[src/inc/pmr_cfg.svh]
// Register offsets, field positions and reset values of the PHY register mirror
// Functional notes
// - Control bit 14 loops host data through PHY
// - Control bit 13 forces 100 or 10 Mbps
// - Control bit 12 enables auto-negotiation
// - Writing control bit 9 restarts auto-negotiation
// - Control bit 8 selects full or half duplex
// - Control bit 5 picks crossover algorithm variant
// - Control bit 4 forces crossed pair assignment
// - Control bit 3 disables automatic crossover
// - Control bit 1 disables port transmitter
// - Control bit 0 disables all port LEDs
// - Shared bits mirror per-port control register fields
// - Status bits 14:11 read one, 15 zero
// - Status bit 5 shows negotiation complete
// - Status bit 3 reads constant one
// - Status bit 2 follows link state
// - Status bits 0, 1, 6 read zero
// - Two read-only identifier words
// - Advertisement bit 10 offers pause capability
// - Advertisement bits 8:5 offer speed abilities
// - Partner bit 10 reports partner pause
// - Partner bits 8:5 report partner abilities
`ifndef PMR_CFG_SVH
`define PMR_CFG_SVH

`define PMR_OFS_CTRL      8'he4
`define PMR_OFS_STAT      8'he6
`define PMR_OFS_IDLO      8'he8
`define PMR_OFS_IDHI      8'hea
`define PMR_OFS_ADV       8'hec
`define PMR_OFS_LPA       8'hee
`define PMR_OFS_PCTRL     8'hf6

`define PMR_CB_LOOP       14
`define PMR_CB_SPD        13
`define PMR_CB_ANEN       12
`define PMR_CB_RST        9
`define PMR_CB_DPX        8
`define PMR_CB_XVAR       5
`define PMR_CB_FMDIX      4
`define PMR_CB_DMDIX      3
`define PMR_CB_TXDIS      1
`define PMR_CB_LEDOFF     0

`define PMR_PB_LEDOFF     15
`define PMR_PB_TXDIS      14
`define PMR_PB_RST        13
`define PMR_PB_DMDIX      10
`define PMR_PB_FMDIX      9
`define PMR_PB_ANEN       7
`define PMR_PB_SPD        6
`define PMR_PB_DPX        5
`define PMR_PB_PAUSE      4

`define PMR_STAT_FIXED    16'h7808
`define PMR_STAT_ANC      5
`define PMR_STAT_LINK     2
`define PMR_ADV_SEL       16'h0001
`define PMR_LPA_FIXED     16'h0001
`define PMR_ADV_RST       5'h1f
`define PMR_AB_PAUSE      10
`define PMR_AB_HI         8
`define PMR_AB_LO         5

`endif

[src/inc/pmr_pkg.sv]
// Types shared by the PHY register mirror
package pmr_pkg;
    typedef struct packed {
        logic       loopback;
        logic       force_100;
        logic       an_enable;
        logic       force_full;
        logic       xover_variant;
        logic       force_mdix;
        logic       mdix_disable;
        logic       tx_disable;
        logic       led_disable;
    } pmr_ctrl_s;

    typedef struct packed {
        logic       pause;
        logic [3:0] abil;
    } pmr_abil_s;

    typedef enum logic [1:0] {
        PMR_AN_IDLE,
        PMR_AN_RUN,
        PMR_AN_DONE
    } pmr_an_e;
endpackage

[src/rtl/pmr_sync.sv]
// Two-flop synchroniser for pin-level inputs
module pmr_sync #(
    parameter int W = 1
) (
    input  wire logic         clk_i,
    input  wire logic         sys_rst_i,
    input  wire logic [W-1:0] d_i,
    output logic      [W-1:0] q_o
);
    logic [W-1:0] meta_r;

    // A zero-width bus has nothing to carry
    if (W < 1) begin : g_w_check
        $error("pmr_sync width must be at least one");
    end

    always_ff @(posedge clk_i or posedge sys_rst_i) begin
        if (sys_rst_i) begin
            meta_r <= '0;
            q_o    <= '0;
        end else begin
            meta_r <= d_i;
            q_o    <= meta_r;
        end
    end
endmodule

[src/rtl/pmr_top.sv]
// PHY MII register mirror with per-port control sharing
`include "pmr_cfg.svh"
module pmr_top (
    // Clock and reset
    input  wire logic               clk_i,
    input  wire logic               sys_rst_i,
    // Register access
    input  wire logic               reg_wr_i,
    input  wire logic               reg_rd_i,
    input  wire logic [7:0]         reg_addr_i,
    input  wire logic [15:0]        reg_wdata_i,
    output logic      [15:0]        reg_rdata_o,
    // PHY state from the analog side
    input  wire logic               link_up_i,
    input  wire logic               an_done_i,
    input  wire logic               an_failed_i,
    input  wire logic               lp_pause_i,
    input  wire logic [3:0]         lp_abil_i,
    // Controls to the PHY
    output pmr_pkg::pmr_ctrl_s      ctrl_o,
    output pmr_pkg::pmr_abil_s      adv_o,
    output logic                    an_restart_o,
    output logic                    eff_100_o,
    output logic                    eff_full_o
);
    // Identifier values are arbitrary
    localparam logic [15:0] ID_LOW  = 16'h5a01;
    localparam logic [15:0] ID_HIGH = 16'h00a5;

    pmr_pkg::pmr_ctrl_s ctrl_r;
    pmr_pkg::pmr_abil_s adv_r;
    pmr_pkg::pmr_an_e   an_st_r;
    logic               rst_pulse_r;
    logic               link_s;
    logic               an_done_s;
    logic               an_failed_s;
    logic               lp_pause_s;
    logic [3:0]         lp_abil_s;
    logic               lp_pause_r;
    logic [3:0]         lp_abil_r;
    logic [15:0]        ctrl_rd;
    logic [15:0]        stat_rd;
    logic [15:0]        adv_rd;
    logic [15:0]        lpa_rd;
    logic [15:0]        pctrl_rd;
    logic [15:0]        rdata_nxt;
    logic               wr_ctrl;
    logic               wr_pctrl;
    logic               wr_adv;

    // Pin-level PHY status passes two flops first
    pmr_sync #(.W(8)) u_sync (
        .clk_i     (clk_i),
        .sys_rst_i (sys_rst_i),
        .d_i       ({link_up_i, an_done_i, an_failed_i, lp_pause_i, lp_abil_i}),
        .q_o       ({link_s, an_done_s, an_failed_s, lp_pause_s, lp_abil_s})
    );

    assign wr_ctrl  = reg_wr_i && (reg_addr_i == `PMR_OFS_CTRL);
    assign wr_pctrl = reg_wr_i && (reg_addr_i == `PMR_OFS_PCTRL);
    assign wr_adv   = reg_wr_i && (reg_addr_i == `PMR_OFS_ADV);

    // One storage for bits visible in both control registers
    always_ff @(posedge clk_i or posedge sys_rst_i) begin
        if (sys_rst_i) begin
            ctrl_r <= '{loopback: 1'b0, force_100: 1'b1, an_enable: 1'b1,
                        force_full: 1'b1, xover_variant: 1'b1, force_mdix: 1'b0,
                        mdix_disable: 1'b0, tx_disable: 1'b0, led_disable: 1'b0};
        end else if (wr_ctrl) begin
            ctrl_r.loopback      <= reg_wdata_i[`PMR_CB_LOOP];
            ctrl_r.force_100     <= reg_wdata_i[`PMR_CB_SPD];
            ctrl_r.an_enable     <= reg_wdata_i[`PMR_CB_ANEN];
            ctrl_r.force_full    <= reg_wdata_i[`PMR_CB_DPX];
            ctrl_r.xover_variant <= reg_wdata_i[`PMR_CB_XVAR];
            ctrl_r.force_mdix    <= reg_wdata_i[`PMR_CB_FMDIX];
            ctrl_r.mdix_disable  <= reg_wdata_i[`PMR_CB_DMDIX];
            ctrl_r.tx_disable    <= reg_wdata_i[`PMR_CB_TXDIS];
            ctrl_r.led_disable   <= reg_wdata_i[`PMR_CB_LEDOFF];
        end else if (wr_pctrl) begin
            ctrl_r.force_100    <= reg_wdata_i[`PMR_PB_SPD];
            ctrl_r.an_enable    <= reg_wdata_i[`PMR_PB_ANEN];
            ctrl_r.force_full   <= reg_wdata_i[`PMR_PB_DPX];
            ctrl_r.force_mdix   <= reg_wdata_i[`PMR_PB_FMDIX];
            ctrl_r.mdix_disable <= reg_wdata_i[`PMR_PB_DMDIX];
            ctrl_r.tx_disable   <= reg_wdata_i[`PMR_PB_TXDIS];
            ctrl_r.led_disable  <= reg_wdata_i[`PMR_PB_LEDOFF];
        end
    end

    // Advertisement, pause and abilities shared with port control
    always_ff @(posedge clk_i or posedge sys_rst_i) begin
        if (sys_rst_i) begin
            adv_r <= `PMR_ADV_RST;
        end else if (wr_adv) begin
            adv_r.pause <= reg_wdata_i[`PMR_AB_PAUSE];
            adv_r.abil  <= reg_wdata_i[`PMR_AB_HI:`PMR_AB_LO];
        end else if (wr_pctrl) begin
            adv_r.pause <= reg_wdata_i[`PMR_PB_PAUSE];
            adv_r.abil  <= reg_wdata_i[3:0];
        end
    end

    // Restart is a self-clearing pulse; control bit 9 always reads back 0
    always_ff @(posedge clk_i or posedge sys_rst_i) begin
        if (sys_rst_i) begin
            rst_pulse_r <= 1'b0;
        end else begin
            rst_pulse_r <= (wr_ctrl && reg_wdata_i[`PMR_CB_RST])
                        || (wr_pctrl && reg_wdata_i[`PMR_PB_RST]);
        end
    end

    // Negotiation tracker; restart clears completion until PHY reports again
    always_ff @(posedge clk_i or posedge sys_rst_i) begin
        if (sys_rst_i) begin
            an_st_r <= pmr_pkg::PMR_AN_IDLE;
        end else begin
            case (an_st_r)
                pmr_pkg::PMR_AN_IDLE: begin
                    if (ctrl_r.an_enable)
                        an_st_r <= pmr_pkg::PMR_AN_RUN;
                end
                pmr_pkg::PMR_AN_RUN: begin
                    if (!ctrl_r.an_enable)
                        an_st_r <= pmr_pkg::PMR_AN_IDLE;
                    else if (an_done_s && !rst_pulse_r)
                        an_st_r <= pmr_pkg::PMR_AN_DONE;
                end
                pmr_pkg::PMR_AN_DONE: begin
                    if (!ctrl_r.an_enable)
                        an_st_r <= pmr_pkg::PMR_AN_IDLE;
                    else if (rst_pulse_r || !an_done_s)
                        an_st_r <= pmr_pkg::PMR_AN_RUN;
                end
                default: an_st_r <= pmr_pkg::PMR_AN_IDLE;
            endcase
        end
    end

    // Partner abilities captured only from completed negotiation
    always_ff @(posedge clk_i or posedge sys_rst_i) begin
        if (sys_rst_i) begin
            lp_pause_r <= 1'b0;
            lp_abil_r  <= 4'h0;
        end else if (an_st_r == pmr_pkg::PMR_AN_IDLE) begin
            lp_pause_r <= 1'b0;
            lp_abil_r  <= 4'h0;
        end else if (an_done_s) begin
            lp_pause_r <= lp_pause_s;
            lp_abil_r  <= lp_abil_s;
        end
    end

    always_comb begin
        ctrl_rd = 16'h0000;
        ctrl_rd[`PMR_CB_LOOP]   = ctrl_r.loopback;
        ctrl_rd[`PMR_CB_SPD]    = ctrl_r.force_100;
        ctrl_rd[`PMR_CB_ANEN]   = ctrl_r.an_enable;
        ctrl_rd[`PMR_CB_DPX]    = ctrl_r.force_full;
        ctrl_rd[`PMR_CB_XVAR]   = ctrl_r.xover_variant;
        ctrl_rd[`PMR_CB_FMDIX]  = ctrl_r.force_mdix;
        ctrl_rd[`PMR_CB_DMDIX]  = ctrl_r.mdix_disable;
        ctrl_rd[`PMR_CB_TXDIS]  = ctrl_r.tx_disable;
        ctrl_rd[`PMR_CB_LEDOFF] = ctrl_r.led_disable;
        pctrl_rd = 16'h0000;
        pctrl_rd[`PMR_PB_LEDOFF] = ctrl_r.led_disable;
        pctrl_rd[`PMR_PB_TXDIS]  = ctrl_r.tx_disable;
        pctrl_rd[`PMR_PB_DMDIX]  = ctrl_r.mdix_disable;
        pctrl_rd[`PMR_PB_FMDIX]  = ctrl_r.force_mdix;
        pctrl_rd[`PMR_PB_ANEN]   = ctrl_r.an_enable;
        pctrl_rd[`PMR_PB_SPD]    = ctrl_r.force_100;
        pctrl_rd[`PMR_PB_DPX]    = ctrl_r.force_full;
        pctrl_rd[`PMR_PB_PAUSE]  = adv_r.pause;
        pctrl_rd[3:0]            = adv_r.abil;
        stat_rd = `PMR_STAT_FIXED;
        stat_rd[`PMR_STAT_ANC]  = (an_st_r == pmr_pkg::PMR_AN_DONE);
        stat_rd[`PMR_STAT_LINK] = link_s;
        adv_rd = `PMR_ADV_SEL;
        adv_rd[`PMR_AB_PAUSE]          = adv_r.pause;
        adv_rd[`PMR_AB_HI:`PMR_AB_LO] = adv_r.abil;
        lpa_rd = `PMR_LPA_FIXED;
        lpa_rd[`PMR_AB_PAUSE]          = lp_pause_r;
        lpa_rd[`PMR_AB_HI:`PMR_AB_LO] = lp_abil_r;
        case (reg_addr_i)
            `PMR_OFS_CTRL:  rdata_nxt = ctrl_rd;
            `PMR_OFS_STAT:  rdata_nxt = stat_rd;
            `PMR_OFS_IDLO:  rdata_nxt = ID_LOW;
            `PMR_OFS_IDHI:  rdata_nxt = ID_HIGH;
            `PMR_OFS_ADV:   rdata_nxt = adv_rd;
            `PMR_OFS_LPA:   rdata_nxt = lpa_rd;
            `PMR_OFS_PCTRL: rdata_nxt = pctrl_rd;
            default:        rdata_nxt = 16'h0000;
        endcase
    end

    // Read data registered one cycle after the read strobe
    always_ff @(posedge clk_i or posedge sys_rst_i) begin
        if (sys_rst_i)
            reg_rdata_o <= 16'h0000;
        else if (reg_rd_i)
            reg_rdata_o <= rdata_nxt;
    end

    // Effective mode: forced speed and duplex when negotiation is off, forced duplex only when it failed
    always_ff @(posedge clk_i or posedge sys_rst_i) begin
        if (sys_rst_i) begin
            eff_100_o  <= 1'b1;
            eff_full_o <= 1'b1;
        end else if (!ctrl_r.an_enable) begin
            eff_100_o  <= ctrl_r.force_100;
            eff_full_o <= ctrl_r.force_full;
        end else if (an_failed_s) begin
            eff_full_o <= ctrl_r.force_full;
        end
    end

    assign ctrl_o       = ctrl_r;
    assign adv_o        = adv_r;
    assign an_restart_o = rst_pulse_r;

    stat_fixed_a: assert property (@(posedge clk_i) disable iff (sys_rst_i)
        reg_rd_i && reg_addr_i == `PMR_OFS_STAT |=> reg_rdata_o[15:11] == 5'h0f)
        else $error("status ability bits wrong");
    stat_link_a: assert property (@(posedge clk_i) disable iff (sys_rst_i)
        reg_rd_i && reg_addr_i == `PMR_OFS_STAT |=> reg_rdata_o[2] == $past(link_s))
        else $error("link bit mismatch");
    ctrl_mirror_a: assert property (@(posedge clk_i) disable iff (sys_rst_i)
        wr_pctrl && !wr_ctrl |=> ctrl_r.an_enable == $past(reg_wdata_i[`PMR_PB_ANEN]))
        else $error("port control not mirrored");
    restart_pulse_a: assert property (@(posedge clk_i) disable iff (sys_rst_i)
        wr_ctrl && reg_wdata_i[`PMR_CB_RST] |=>
        an_restart_o ##1 (!an_restart_o || $past(wr_ctrl || wr_pctrl)))
        else $error("restart pulse wrong");
    forced_speed_a: assert property (@(posedge clk_i) disable iff (sys_rst_i)
        !ctrl_r.an_enable && $stable(ctrl_r) |=> eff_100_o == $past(ctrl_r.force_100))
        else $error("forced speed not applied");
    id_ro_a: assert property (@(posedge clk_i) disable iff (sys_rst_i)
        reg_rd_i && reg_addr_i == `PMR_OFS_IDLO |=> reg_rdata_o == ID_LOW)
        else $error("id low wrong");
    lpa_idle_a: assert property (@(posedge clk_i) disable iff (sys_rst_i)
        an_st_r == pmr_pkg::PMR_AN_IDLE |=> lp_abil_r == 4'h0)
        else $error("partner bits not cleared");
    loop_wr_a: assert property (@(posedge clk_i) disable iff (sys_rst_i)
        wr_ctrl |=> ctrl_o.loopback == $past(reg_wdata_i[`PMR_CB_LOOP]))
        else $error("loopback not written");

    pctrl_restart_a: assert property (@(posedge clk_i) disable iff (sys_rst_i)
        wr_pctrl && reg_wdata_i[`PMR_PB_RST] |=> an_restart_o)
        else $error("port restart not pulsed");
    forced_duplex_a: assert property (@(posedge clk_i) disable iff (sys_rst_i)
        !ctrl_r.an_enable || an_failed_s |=> eff_full_o == $past(ctrl_r.force_full))
        else $error("forced duplex not applied");
    an_speed_hold_a: assert property (@(posedge clk_i) disable iff (sys_rst_i)
        ctrl_r.an_enable |=> $stable(eff_100_o))
        else $error("forced speed leaked into negotiation");
    an_off_idle_a: assert property (@(posedge clk_i) disable iff (sys_rst_i)
        !ctrl_r.an_enable |=> an_st_r == pmr_pkg::PMR_AN_IDLE)
        else $error("negotiation runs while disabled");
    anc_restart_a: assert property (@(posedge clk_i) disable iff (sys_rst_i)
        rst_pulse_r |=> an_st_r != pmr_pkg::PMR_AN_DONE)
        else $error("completion kept across restart");

    stat_ancap_a: assert property (@(posedge clk_i) disable iff (sys_rst_i)
        reg_rd_i && reg_addr_i == `PMR_OFS_STAT |=> reg_rdata_o[3] == 1'b1)
        else $error("negotiation ability bit wrong");
    stat_zero_a: assert property (@(posedge clk_i) disable iff (sys_rst_i)
        reg_rd_i && reg_addr_i == `PMR_OFS_STAT |=> (reg_rdata_o & 16'h07d3) == 16'h0000)
        else $error("unsupported status bits set");
    id_high_a: assert property (@(posedge clk_i) disable iff (sys_rst_i)
        reg_rd_i && reg_addr_i == `PMR_OFS_IDHI |=> reg_rdata_o == ID_HIGH)
        else $error("id high wrong");
    ctrl_pad_a: assert property (@(posedge clk_i) disable iff (sys_rst_i)
        reg_rd_i && reg_addr_i == `PMR_OFS_CTRL |=> (reg_rdata_o & 16'h8ec4) == 16'h0000)
        else $error("control reserved bits set");
    unmapped_rd_a: assert property (@(posedge clk_i) disable iff (sys_rst_i)
        reg_rd_i && reg_addr_i == 8'hf0 |=> reg_rdata_o == 16'h0000)
        else $error("unmapped read not zero");

    xover_wr_a: assert property (@(posedge clk_i) disable iff (sys_rst_i)
        wr_ctrl |=> ctrl_o.xover_variant == $past(reg_wdata_i[`PMR_CB_XVAR]))
        else $error("crossover variant not written");
    mdix_force_a: assert property (@(posedge clk_i) disable iff (sys_rst_i)
        wr_ctrl |=> ctrl_o.force_mdix == $past(reg_wdata_i[`PMR_CB_FMDIX]))
        else $error("forced crossing not written");
    mdix_off_a: assert property (@(posedge clk_i) disable iff (sys_rst_i)
        wr_ctrl |=> ctrl_o.mdix_disable == $past(reg_wdata_i[`PMR_CB_DMDIX]))
        else $error("crossover disable not written");
    txdis_wr_a: assert property (@(posedge clk_i) disable iff (sys_rst_i)
        wr_ctrl |=> ctrl_o.tx_disable == $past(reg_wdata_i[`PMR_CB_TXDIS]))
        else $error("transmit disable not written");
    led_wr_a: assert property (@(posedge clk_i) disable iff (sys_rst_i)
        wr_ctrl |=> ctrl_o.led_disable == $past(reg_wdata_i[`PMR_CB_LEDOFF]))
        else $error("led disable not written");

    pause_wr_a: assert property (@(posedge clk_i) disable iff (sys_rst_i)
        wr_adv |=> adv_o.pause == $past(reg_wdata_i[`PMR_AB_PAUSE]))
        else $error("pause advertisement not written");
    adv_wr_a: assert property (@(posedge clk_i) disable iff (sys_rst_i)
        wr_adv |=> adv_o.abil == $past(reg_wdata_i[`PMR_AB_HI:`PMR_AB_LO]))
        else $error("ability advertisement not written");
    lpa_capture_a: assert property (@(posedge clk_i) disable iff (sys_rst_i)
        an_st_r != pmr_pkg::PMR_AN_IDLE && an_done_s |=> lp_pause_r == $past(lp_pause_s))
        else $error("partner pause not captured");
    lpa_hold_a: assert property (@(posedge clk_i) disable iff (sys_rst_i)
        an_st_r != pmr_pkg::PMR_AN_IDLE && !an_done_s |=> $stable(lp_abil_r))
        else $error("partner bits changed without completion");
endmodule

[config.mk]
export PLATFORM = sky130hd
export DESIGN_NAME = pmr_top
export DESIGN_NICKNAME = d
export VERILOG_FILES = /design/src/inc/pmr_pkg.sv /design/src/rtl/pmr_sync.sv /design/src/rtl/pmr_top.sv
export VERILOG_INCLUDE_DIRS = /design/src /design/src/inc
export SDC_FILE = /design/constraint.sdc
export NUM_CORES = 1
export LEC_CHECK = 0
export ABC_AREA = 0
export BUFFER_PORTS_ARGS = -buffer_cell sky130_fd_sc_hd__buf_2
export CAP_MARGIN = 10
export CORE_MARGIN = 10
export CORE_UTILIZATION = 50
export CTS_CLUSTER_DIAMETER = 100
export DETAILED_ROUTE_END_ITERATION = 16
export PLACE_DENSITY = 0.82
export SYNTH_ARGS = -nofsm -noshare
export SYNTH_HDL_FRONTEND = slang
export SYNTH_SLANG_ARGS = --single-unit
[constraint.sdc]
create_clock -name clk_i -period 1.8 [get_ports clk_i]
set_clock_uncertainty 0.1 [all_clocks]
set_input_delay 0.09 -clock clk_i [delete_from_list [all_inputs] [get_ports clk_i]]
set_output_delay 0.09 -clock clk_i [all_outputs]
set_load 0.005 [all_outputs]
; ---- Word-level counts from Yosys, hierarchy flattened
; Index checks and enable logic that the tools add are counted.
; W data, S select, Z words.
[word_totals]
regBits = 56
inputBits = 36
word_cells = 67
[op_classes]
n_eq_ne = 13
muxes = 19
reduce_logical = 15
[ops]
columns = cell, count
row1 = $pmux W16 S7, 1
row2 = $eq A8 B8 Y1 const B, 7
row3 = $mux W4, 4
row4 = $mux W2, 5
row5 = $mux W5, 2
row6 = $logic_and A1 B1 Y1, 6
row7 = $mux W3, 2
row8 = $pmux W2 S3, 1
row9 = $reduce_bool A2 Y1, 3
row10 = $mux W1, 4
row11 = $ne A3 B2 Y1 const B, 1
row12 = $ne A3 B3 Y1 const B, 1
row13 = $reduce_and A3 Y1, 1
row14 = $eq A2 B1 Y1 const B, 1
row15 = $eq A2 B2 Y1 const B, 1
row16 = $logic_not A1 Y1, 2
row17 = $logic_not A2 Y1, 1
row18 = $logic_or A1 B1 Y1, 2
row19 = $ne A2 B1 Y1 const B, 1
row20 = $ne A2 B2 Y1 const B, 1

; ---- Longest topological paths before layout
; Gate-level depths: netlist (run 1).
[depth]
word_depth = 5
depth_mapped = 7
ltp_nobuf = 4

; ---- By module
; From an unflattened synthesis (run 1), not the netlist that was laid out.
[unflattened]
cells_unflattened = 235
hier_area_um2 = 2456.1
[modules_own_cells]
columns = mod, n_inst, cells_each, area_per_inst_um2
row1 = pmr_top, 1, 218, 2052.0
row2 = pmr_sync, 1, 17, 404.1

; ---- Worst setup path before layout (run 1)
; Ideal clock, no wire load.
[synth_timing]
path_type = input-to-reg
start = input port reg_addr_i[1]
end = register ctrl_r (netlist bit ctrl_o[6])
setup_time_ps = 75
arrival_ps = 1378
path_slack_ps = 247
path_stages = 6
n_path_buf = 2
cell_sequence = buf_2 > nor2_2 > or4b_1 > buf_2 > a21boi_4 > a2bb2oi_1
[synth_between]
elab_chain_len = 3
[synth_rtl]
columns = element, line
row1 = start: declaration, pmr_top.sv:10  ; input wire logic [7:0] reg_addr_i,
row2 = $eq A8 B8 Y1, n/a
row3 = $logic_and A1 B1 Y1 (on tied branches), "pmr_top.sv:59, pmr_top.sv:60"
row4 = $mux W3 or $reduce_bool A2 Y1 (tied branches), n/a
row5 = end signal: assignment, pmr_top.sv:66  ; ctrl_r <= '{loopback: 1'b0, force_100: 1'b1, an_enable: 1'b1,
row6 = end: declaration, pmr_top.sv:30  ; pmr_pkg::pmr_ctrl_s ctrl_r;
; Parallel ways exist; a longest one is shown, timed or not.
; A chain may end at the register's enable or synchronous reset.

; ---- Worst setup path in the final report (run 1)
[layout_timing]
start = input port reg_addr_i[6]
end = register adv_r (netlist bit adv_o[0])
[layout_between]
elab_chain_len = 3
[layout_rtl]
columns = element, line
row1 = $eq A8 B8 Y1, n/a
row2 = $logic_and A1 B1 Y1 (on tied branches), "pmr_top.sv:61, pmr_top.sv:60"
row3 = $mux W5 or $reduce_bool A2 Y1 (tied branches), n/a
row4 = end signal: assignment, pmr_top.sv:93  ; adv_r <= `PMR_ADV_RST;
row5 = end: declaration, pmr_top.sv:31  ; pmr_pkg::pmr_abil_s adv_r;
; Parallel ways exist; a longest one is shown, timed or not.

==> results.sh, run 1 <==
export IMPL_finalCritPeriodShare_pct=76.9
export IMPL_worst_pin_slew_ns=0.518
export IMPL_ys_seq_area_share_pct=58.2
export IMPL_status="finished with violations"
export IMPL_clk_pin_slew_worst_paths_ns=0.10
export IMPL_grt_antenna_before_repair=0
export IMPL_synth_edf_count=0
export IMPL_row_count=25
export IMPL_ys_flop_type="dfrtp_1"
export IMPL_cts_tree="yes"
export IMPL_pwr_share_clk_pct=27.7
export IMPL_cts_root_buf="clkbuf_8"
export IMPL_cts_sinks=56
export IMPL_setup_violations=0
export IMPL_worstHoldPathType="input pin to flip-flop"
export IMPL_path_class="input pin to flip-flop"
export IMPL_ir_drop_mv=0.753
export IMPL_power_frac_comb_pct=14.1
export IMPL_core_region_area_um2=4720
export IMPL_drc=0
export IMPL_final_cell_mix="buf_2 (67), dfrtp_1 (45), o22ai_1 (19)"
export IMPL_netSwitchingFraction_pct=26.7
export IMPL_die_y_um=89.7
export IMPL_area_growth_pct=30.6
export IMPL_track_usage_pct=16.0
export IMPL_ys_warn_count=0
export IMPL_drive_above_1_share_pct=37.7
export IMPL_grt_max_degree=57
export IMPL_synth_top_area_cell="dfrtp_1"
export IMPL_min_from="reg_wdata_i[2]"
export IMPL_seq_power_share_pct=58.3
export IMPL_min_period_ns=1.39
export IMPL_cp_arrival_ns=1.53
export IMPL_max_slew_margin_pct=65.4
export IMPL_internal_power_uw=1840
export IMPL_grt_pass1_wl_um=10700
export IMPL_r2r_start="an_st_r[1]"
export IMPL_max_freq_mhz=722
export IMPL_die_area_um2=8050
export IMPL_required_ns=1.95
export IMPL_place_hpwl_um=4750
export IMPL_io_pins=69
export IMPL_drv_slew=0
export IMPL_num_vias=2000
export IMPL_p_leak_uw=0.00151
export IMPL_final_common_cell="buf_2"
export IMPL_r2r_slack_ns=0.48
export IMPL_critical_path_max_fanout=5
export IMPL_grt_pass1_vias=2095
export IMPL_cts_made_buffers=5
export IMPL_grt_ovfl_total=0
export IMPL_gp_congestion=0.887
export IMPL_async_flop_share_pct=100
export IMPL_timing_setup_tns_ns=0
export IMPL_ys_ff_latch=56
export IMPL_r2r_cells=4
export IMPL_vias_per_cell=5.45
export IMPL_maxCapViolations=0
export IMPL_cp_start_kind="input pin"
export IMPL_ys_types=46
export IMPL_htreeDepth=2
export IMPL_netlist_area_um2=2430
export IMPL_ant_nets=0
export IMPL_final_cells=367
export IMPL_place_inst=341
export IMPL_p_per_area_nw_per_um2=790
export IMPL_io_buffer_count=67
export IMPL_synth_nets=243
export IMPL_end_kind="flip-flop"
export IMPL_hold_violations=1
export IMPL_insertion_delay_ns=0.31
export IMPL_yosys_top_cells_area="dfrtp_1 (46%), dfstp_2 (12%), o22ai_1 (4.9%)"
export IMPL_p_sw_uw=670
export IMPL_avgSynthCellArea_um2=11.8
export IMPL_start_util_pct=51.5
export IMPL_wl_per_cell_um=17.8
export IMPL_rsz0062_at_grt="no"
export IMPL_hold_depth=3
export IMPL_diodes=0
export IMPL_holdWs_ns=-0.00453
export IMPL_first_pass_iters=4
export IMPL_drtIter0Drc=140
export IMPL_netlist_instances=207
export IMPL_netlist_area_leader_share_pct=46.3
export IMPL_cts_buffer_depth=2
export IMPL_wl_um=6520
export IMPL_die_w_um=89.7
export IMPL_r2r_end="reg_rdata_o[5]"
export IMPL_hold_end="adv_o[2]"
export IMPL_final_nets=335
export IMPL_fill_cells=364
export IMPL_failed_checks="hold timing"
## power groups by stage
stage | logic [uW] | registers [uW] | clock network, uW
2_1_floorplan | 165 | 1460 | 0
3_3_place_gp | 317 | 1480 | 0
3_5_place_dp | 325 | 1480 | 0
4_1_cts | 355 | 1460 | 710
5_1_grt | 391 | 1470 | 759
6_report | 353 | 1460 | 694
## cells in the mapped netlist, drive strengths merged (2+ instances only)
master and instances:
a32oi 2, mux2i 7, clkbuf 8, nor2 14, mux2 8, a21oi 9, nand2 3, o21ai 6
nor3b 5, dfrtp 45, o2111ai 2, nand4 2, buf 4, a2bb2oi 12, and2 2, inv 14
nor2b 3, dfstp 11, a21boi 3, o22ai 19, a22oi 6, a22o 2
## cell type report
class                      instances  area [um^2]  area share, %
clock buffer                       5         68.8           2.17
inverter                          14         52.6           1.65
sequential                        56         1420           44.6
multi-input combinational        125          915           28.8
tap                               67         83.8           2.64
timing repair buffer              97          618           19.5
clock inverter                     3         22.5          0.709
## flip-flops by register name (all words and copies together), names as in the netlist
register       flops
u_sync.meta_r      8
ctrl_o             9
an_st_r            2
reg_rdata_o       16
lp_pause_r         1
an_restart_o       1
eff_100_o          1
u_sync.q_o         8
eff_full_o         1
adv_o              5
lp_abil_r          4
## layer usage
metal  global-route usage [%]  up-vias  part of all wire (%)
met1                     20.1      965                    45
li1                         -      956                     -
met2                     25.4       70                    46
met3                     5.90        9                   7.6
met4                     4.31        0                   1.2
met5                        0        -                     0
## stage by stage
| stage | util [%] | cell area [um^2] | setup slack, ns | hold WS [ns] | power (uW) |
|---|---|---|---|---|---|
| 6_report | 67.2 | 3180 | 0.415 | -0.00453 | 2510 |
| 5_1_grt | 67.2 | 3180 | 0.281 | 0.0267 | 2620 |
| 4_1_cts | 67.2 | 3180 | 0.413 | 0.00111 | 2530 |
| 3_5_place_dp | 61.5 | 2900 | 0.0879 | 0.0647 | 1810 |
| 3_3_place_gp | 61.5 | 2900 | 0.126 | 0.0573 | 1800 |
| 2_1_floorplan | - | 2430 | 0.247 | 0.0214 | 1620 |
## repair_timing
item | CTS | global route
setup endpoints to repair | 0 | 0
gates resized for setup | 0 | 0
hold buffers | 18 | 0
buffers inserted | 0 | 0
endpoints found under the hold margin | 74 | 0
## worst max path at each step
stage,startpoint,cells after the start,endpoint,slack [ns]
floorplan,reg_addr_i[1],6,ctrl_o[6],0.25
global placement,reg_addr_i[6],6,ctrl_o[0],0.13
detailed placement,reg_addr_i[6],5,adv_o[0],0.09
CTS,reg_addr_i[6],5,adv_o[0],0.41
global route,reg_addr_i[0],5,adv_o[1],0.28
finish,reg_addr_i[6],5,adv_o[0],0.41
## logic make-up (layout without fill, tap and decap cells)
| logic type | count (synthesis) | in the layout | synth area share [%] |
|---|---|---|---|
| multiplexers | 15 | 15 | 6.58 |
| XOR/XNOR | 1 | 1 | 0.360 |
| AND/OR/NAND/NOR | 42 | 42 | 10.8 |
| flip-flops | 56 | 56 | 58.2 |
| buffers and inverters | 26 | 119 | 4.22 |
| AO/OA/AOI/OAI | 67 | 67 | 19.9 |
## critical path: stages
cell and delay [ns]:
buf_2 0.10, nand4_2 0.18, or4_1 0.66, a21boi_2 0.32, a2bb2oi_1 0.19
Note: power is estimated with default switching activity, not from simulation.
==> inputs of run 2 (changes only) <==
==> constraint.sdc (replaced) <==
create_clock -name clk_i -period 1.3 [get_ports clk_i]
set_clock_uncertainty 0.1 [all_clocks]
set_input_delay 0.065 -clock clk_i [delete_from_list [all_inputs] [get_ports clk_i]]
set_output_delay 0.065 -clock clk_i [all_outputs]
set_load 0.005 [all_outputs]
==> results.sh, run 2 (same netlist as run 1, synthesis figures left out) <==
export IMPL_status="finished with violations"
export IMPL_failed_checks="hold timing"
export IMPL_worst_slack_ns=0.0315
export IMPL_end_kind="flip-flop"
export IMPL_maxCapViolations=0
export IMPL_final_cell_area_um2=3570
export IMPL_regMostFlops="reg_rdata_o"
export IMPL_max_freq_mhz=788
export IMPL_vias_per_cell=5.59
export IMPL_crit_path_start="ctrl_o[4]"
export IMPL_final_cell_mix="buf_2 (65), dfrtp_1 (45), buf_4 (32)"
export IMPL_hold_violations=1
export IMPL_min_period_ns=1.27
export IMPL_insertion_delay_ns=0.32
export IMPL_track_usage_pct=17.5
export IMPL_clk_pin_slew_worst_paths_ns=0.10
export IMPL_finalCritPeriodShare_pct=97.6
export IMPL_min_from="reg_rd_i"
export IMPL_grt_pass1_vias=2307
export IMPL_required_ns=1.45
export IMPL_r2r_start="ctrl_o[4]"
export IMPL_p_per_area_nw_per_um2=1020
export IMPL_max_slew_margin_pct=66.8
export IMPL_cp_start_kind="flip-flop"
export IMPL_drv_slew=0
export IMPL_path_class="flip-flop to flip-flop"
export IMPL_critical_path_max_fanout=3
export IMPL_die_w_um=89.7
export IMPL_die_area_um2=8050
export IMPL_fill_cells=312
export IMPL_largest_reg_flops=16
export IMPL_diodes=0
export IMPL_ir_drop_mv=0.817
export IMPL_wl_um=7540
export IMPL_ant_nets=0
export IMPL_row_count=25
export IMPL_io_buffer_count=67
export IMPL_first_pass_iters=4
export IMPL_holdWs_ns=-0.00187
export IMPL_wl_per_cell_um=18.9
export IMPL_start_util_pct=51.5
export IMPL_cts_buffer_depth=2
export IMPL_grt_max_degree=23
export IMPL_p_leak_uw=0.00169
export IMPL_cts_sinks=56
export IMPL_final_nets=366
export IMPL_cp_arrival_ns=1.41
export IMPL_multi_input_area_um2=1000
export IMPL_num_vias=2226
export IMPL_setup_violations=0
export IMPL_worstHoldPathType="input pin to flip-flop"
export IMPL_die_y_um=89.7
export IMPL_gp_congestion=0.865
export IMPL_pre_cts_slack_ns=-0.399
export IMPL_core_region_area_um2=4720
export IMPL_timing_setup_tns_ns=0
export IMPL_final_common_cell="buf_2"
export IMPL_grt_ovfl_total=0
export IMPL_drc=0
export IMPL_cts_tree="yes"
export IMPL_rsz0062_at_grt="yes"
export IMPL_finalCoreUtilization_pct=75.7
export IMPL_place_hpwl_um=5290
export IMPL_drtIter0Drc=218
export IMPL_register_area_um2=1420
export IMPL_worst_pin_slew_ns=0.498
export IMPL_grt_pass1_wl_um=11800
export IMPL_io_pins=69
export IMPL_grt_antenna_before_repair=0
export IMPL_cts_root_buf="clkbuf_8"
export IMPL_area_growth_pct=47.0
export IMPL_place_area_um2=3090
export IMPL_drive_above_1_share_pct=45.3
export IMPL_cts_made_buffers=5
export IMPL_htreeDepth=2
==> run 2: cell count changes in the layout (fill, tap and decap cells not counted), moves of 2 or more <==
cell           before  now
buf_4              11   32
a2bb2oi_1          12    5
a2bb2oi_2           0    7
dlygate4sd3_1      18   25
buf_2              67   65
buf_6               0    2
clkinvlp_4          0    2
==> run 2: repair_timing <==
action / in CTS / in global routing
gates cloned: 0 / 1
hold endpoints to repair: 45 / 0
setup endpoints to repair: 10 / 11
gates resized for setup: 4 / 16
pin swaps: 3 / 6
hold buffers: 25 / 0
buffers inserted: 0 / 5
==> run 2: area by class of cell <==
cell class / count / share of cell area (%)
Sequential cell: 56 / 39.6
Clock inverter: 3 / 0.770
Timing Repair Buffer: 128 / 25.7
Tap cell: 67 / 2.35
Clock buffer: 5 / 1.93
Multi-Input combinational cell: 125 / 28.1
Inverter: 14 / 1.58
==> run 2: critical path, cell delays in order, from the launching register on <==
cell	delay, ns
dfstp_2	0.56
nor3b_1	0.23
a211o_1	0.15
a32oi_1	0.05
o22ai_1	0.11
==> run 2: through the flow <==
step                instances  total power, uW
floorplan                 207             2250
global placement          359             2540
detailed placement        359             2570
CTS                       392             3600
global route              398             3820
finish                    398             3660
==> run 2: final timing paths <==
kind	to	slack [ns]	cells after the start
max	reg_rdata_o[5]	0.03	4
min	reg_rdata_o[5]	-0.002	2
max reg2reg	reg_rdata_o[5]	0.03	4
min reg2reg	u_sync.q_o[3]	0.26	0
max in group asynchronous	ctrl_o[4]	0.38	4
min in group asynchronous	u_sync.meta_r[0]	0.21	3
==> run 2: routing by layer <==
| metal | vias up | track usage (%) | share of wire (%) |
|---|---|---|---|
| met5 | - | 0 | 0 |
| met1 | 1091 | 21.4 | 41 |
| met3 | 16 | 5.32 | 7.9 |
| li1 | 1016 | - | - |
| met2 | 103 | 28.3 | 49 |
| met4 | 0 | 6.74 | 2.6 |
==> run 2: power breakdown <==
part / internal, uW / total [uW] / switching, uW / leakage [uW]
clock network: 396 / 995 / 599 / 0.0000463
logic: 353 / 644 / 291 / 0.000949
registers: 1900 / 2020 / 123 / 0.000696
==> inputs of run 3 (changes only) <==
--- a/config.mk
+++ b/config.mk
@@ -10,10 +10,10 @@
 export BUFFER_PORTS_ARGS = -buffer_cell sky130_fd_sc_hd__buf_2
 export CAP_MARGIN = 10
 export CORE_MARGIN = 10
-export CORE_UTILIZATION = 50
+export CORE_UTILIZATION = 46
 export CTS_CLUSTER_DIAMETER = 100
 export DETAILED_ROUTE_END_ITERATION = 16
-export PLACE_DENSITY = 0.82
+export PLACE_DENSITY = 0.8
 export SYNTH_ARGS = -nofsm -noshare
 export SYNTH_HDL_FRONTEND = slang
 export SYNTH_SLANG_ARGS = --single-unit
==> constraint.sdc (replaced) <==
create_clock -name clk_i -period 1.1 [get_ports clk_i]
set_clock_uncertainty 0.1 [all_clocks]
set_input_delay 0.055 -clock clk_i [delete_from_list [all_inputs] [get_ports clk_i]]
set_output_delay 0.055 -clock clk_i [all_outputs]
set_load 0.005 [all_outputs]
==> results.sh, run 3 (same netlist as run 1, synthesis figures left out) <==
export IMPL_status="finished with violations"
export IMPL_failed_checks="setup timing"
export IMPL_r2r_slack_ns=-0.28
export IMPL_cp_arrival_ns=1.48
export IMPL_hold_depth=3
export IMPL_maxCapViolations=0
export IMPL_insertion_delay_ns=0.32
export IMPL_grt_pass1_vias=2778
export IMPL_area_growth_pct=80.0
export IMPL_grt_antenna_before_repair=0
export IMPL_cts_buffer_depth=2
export IMPL_setup_violations=47
export IMPL_vias_per_cell=6.06
export IMPL_cts_tree="yes"
export IMPL_ant_nets=0
export IMPL_hold_violations=0
export IMPL_required_ns=1.20
export IMPL_timing_setup_tns_ns=-5.93
export IMPL_fill_cells=233
export IMPL_grt_max_degree=57
export IMPL_worstHoldPathType="input pin to flip-flop"
export IMPL_p_per_area_nw_per_um2=1150
export IMPL_final_nets=403
export IMPL_finalCritPeriodShare_pct=125
export IMPL_cp_start_kind="flip-flop"
export IMPL_diodes=0
export IMPL_io_buffer_count=67
export IMPL_drv_slew=0
export IMPL_htreeDepth=2
export IMPL_wl_per_cell_um=25.4
export IMPL_worst_slack_ns=-0.276
export IMPL_grt_ovfl_total=0
export IMPL_end_kind="flip-flop"
export IMPL_track_usage_pct=22.3
export IMPL_r2r_start="an_st_r[1]"
export IMPL_regMostFlops="reg_rdata_o"
export IMPL_largest_reg_flops=16
export IMPL_clk_pin_slew_worst_paths_ns=0.11
export IMPL_max_slew_margin_pct=69.4
export IMPL_start_util_pct=47.6
export IMPL_max_freq_mhz=727
export IMPL_min_from="reg_rd_i"
export IMPL_r2r_end="reg_rdata_o[5]"
export IMPL_first_pass_iters=5
export IMPL_cts_root_buf="clkbuf_8"
export IMPL_r2r_cells=4
export IMPL_rsz0062_at_grt="yes"
export IMPL_worst_pin_slew_ns=0.457
export IMPL_ir_drop_mv=1.19
export IMPL_core_region_area_um2=5110
export IMPL_place_hpwl_um=5310
export IMPL_min_period_ns=1.38
export IMPL_die_area_um2=8600
export IMPL_cts_made_buffers=5
export IMPL_pre_cts_slack_ns=-0.536
export IMPL_place_area_um2=3190
export IMPL_wl_um=11100
export IMPL_drc=0
export IMPL_num_vias=2655
export IMPL_die_y_um=92.7
export IMPL_grt_pass1_wl_um=15100
export IMPL_io_pins=69
export IMPL_die_w_um=92.7
export IMPL_final_cell_mix="buf_2 (49), buf_6 (44), dfrtp_1 (43)"
export IMPL_row_count=26
export IMPL_final_common_cell="buf_2"
export IMPL_register_area_um2=1420
export IMPL_drive_above_1_share_pct=60.9
export IMPL_gp_congestion=0.921
export IMPL_multi_input_area_um2=1280
export IMPL_drtIter0Drc=280
export IMPL_final_cell_area_um2=4380
export IMPL_p_leak_uw=0.00200
export IMPL_hold_end="reg_rdata_o[2]"
export IMPL_path_class="flip-flop to flip-flop"
export IMPL_critical_path_max_fanout=2
export IMPL_cts_sinks=56
## run 3: worst max-delay path by stage
stage	startpoint	to	slack, ns	cells after the start
after detailed placement	reg_addr_i[6]	ctrl_o[5]	-0.54	6
after CTS	adv_o[2]	reg_rdata_o[7]	-0.19	4
after floorplan	reg_addr_i[1]	ctrl_o[5]	-0.35	6
final	an_st_r[1]	reg_rdata_o[5]	-0.28	4
after global routing	adv_o[0]	reg_rdata_o[5]	-0.28	4
after global placement	reg_addr_i[6]	ctrl_o[5]	-0.53	6
## run 3: repair_timing
action                                  in CTS  in global routing
endpoints found under the hold margin       79                  0
buffers inserted                            21                  9
gates cloned                                 1                  0
endpoints found under the setup margin      40                 51
pin swaps                                   22                 16
hold buffers                                28                  0
gates resized for setup                     64                 57
## run 3: routing by layer
layer,wire length [um],vias up,GRT usage (%)
met2,5580,195,38.8
met3,982,39,7.02
li1,-,1088,-
met1,4150,1333,24.7
met5,0,-,0
met4,426,0,9.13
## run 3: cell type report
cell class                      instances  share of cell area [%]
Timing Repair Buffer                  165                    33.0
Tap cell                               70                    2.00
Clock buffer                            5                    1.57
Multi-Input combinational cell        125                    29.2
Inverter                               14                    1.29
Clock inverter                          3                   0.629
Sequential cell                        56                    32.4
## run 3: worst max-delay path, cell delays in order, from the launching register on
cell      delay [ns]
dfrtp_1         0.42
nor4bb_4        0.16
a211o_1         0.26
a32oi_1         0.22
o22ai_1         0.11
## run 3: stage by stage
| stage | power, uW | hold slack (ns) | utilization (%) | cells |
|---|---|---|---|---|
| after floorplan | 2670 | -0.0136 | - | 207 |
| final | 5040 | 0.00840 | 85.7 | 438 |
| after global placement | 3100 | 0.0453 | 62.5 | 372 |
| after CTS | 4730 | 0.00214 | 79.3 | 430 |
| after global routing | 5170 | 0.0340 | 85.7 | 438 |
| after detailed placement | 3130 | 0.0563 | 62.5 | 372 |
## run 3: power breakdown
| part | switching [uW] | total, uW | internal [uW] |
|---|---|---|---|
| combinational | 589 | 1400 | 812 |
| clock | 767 | 1240 | 470 |
| sequential | 151 | 2400 | 2250 |
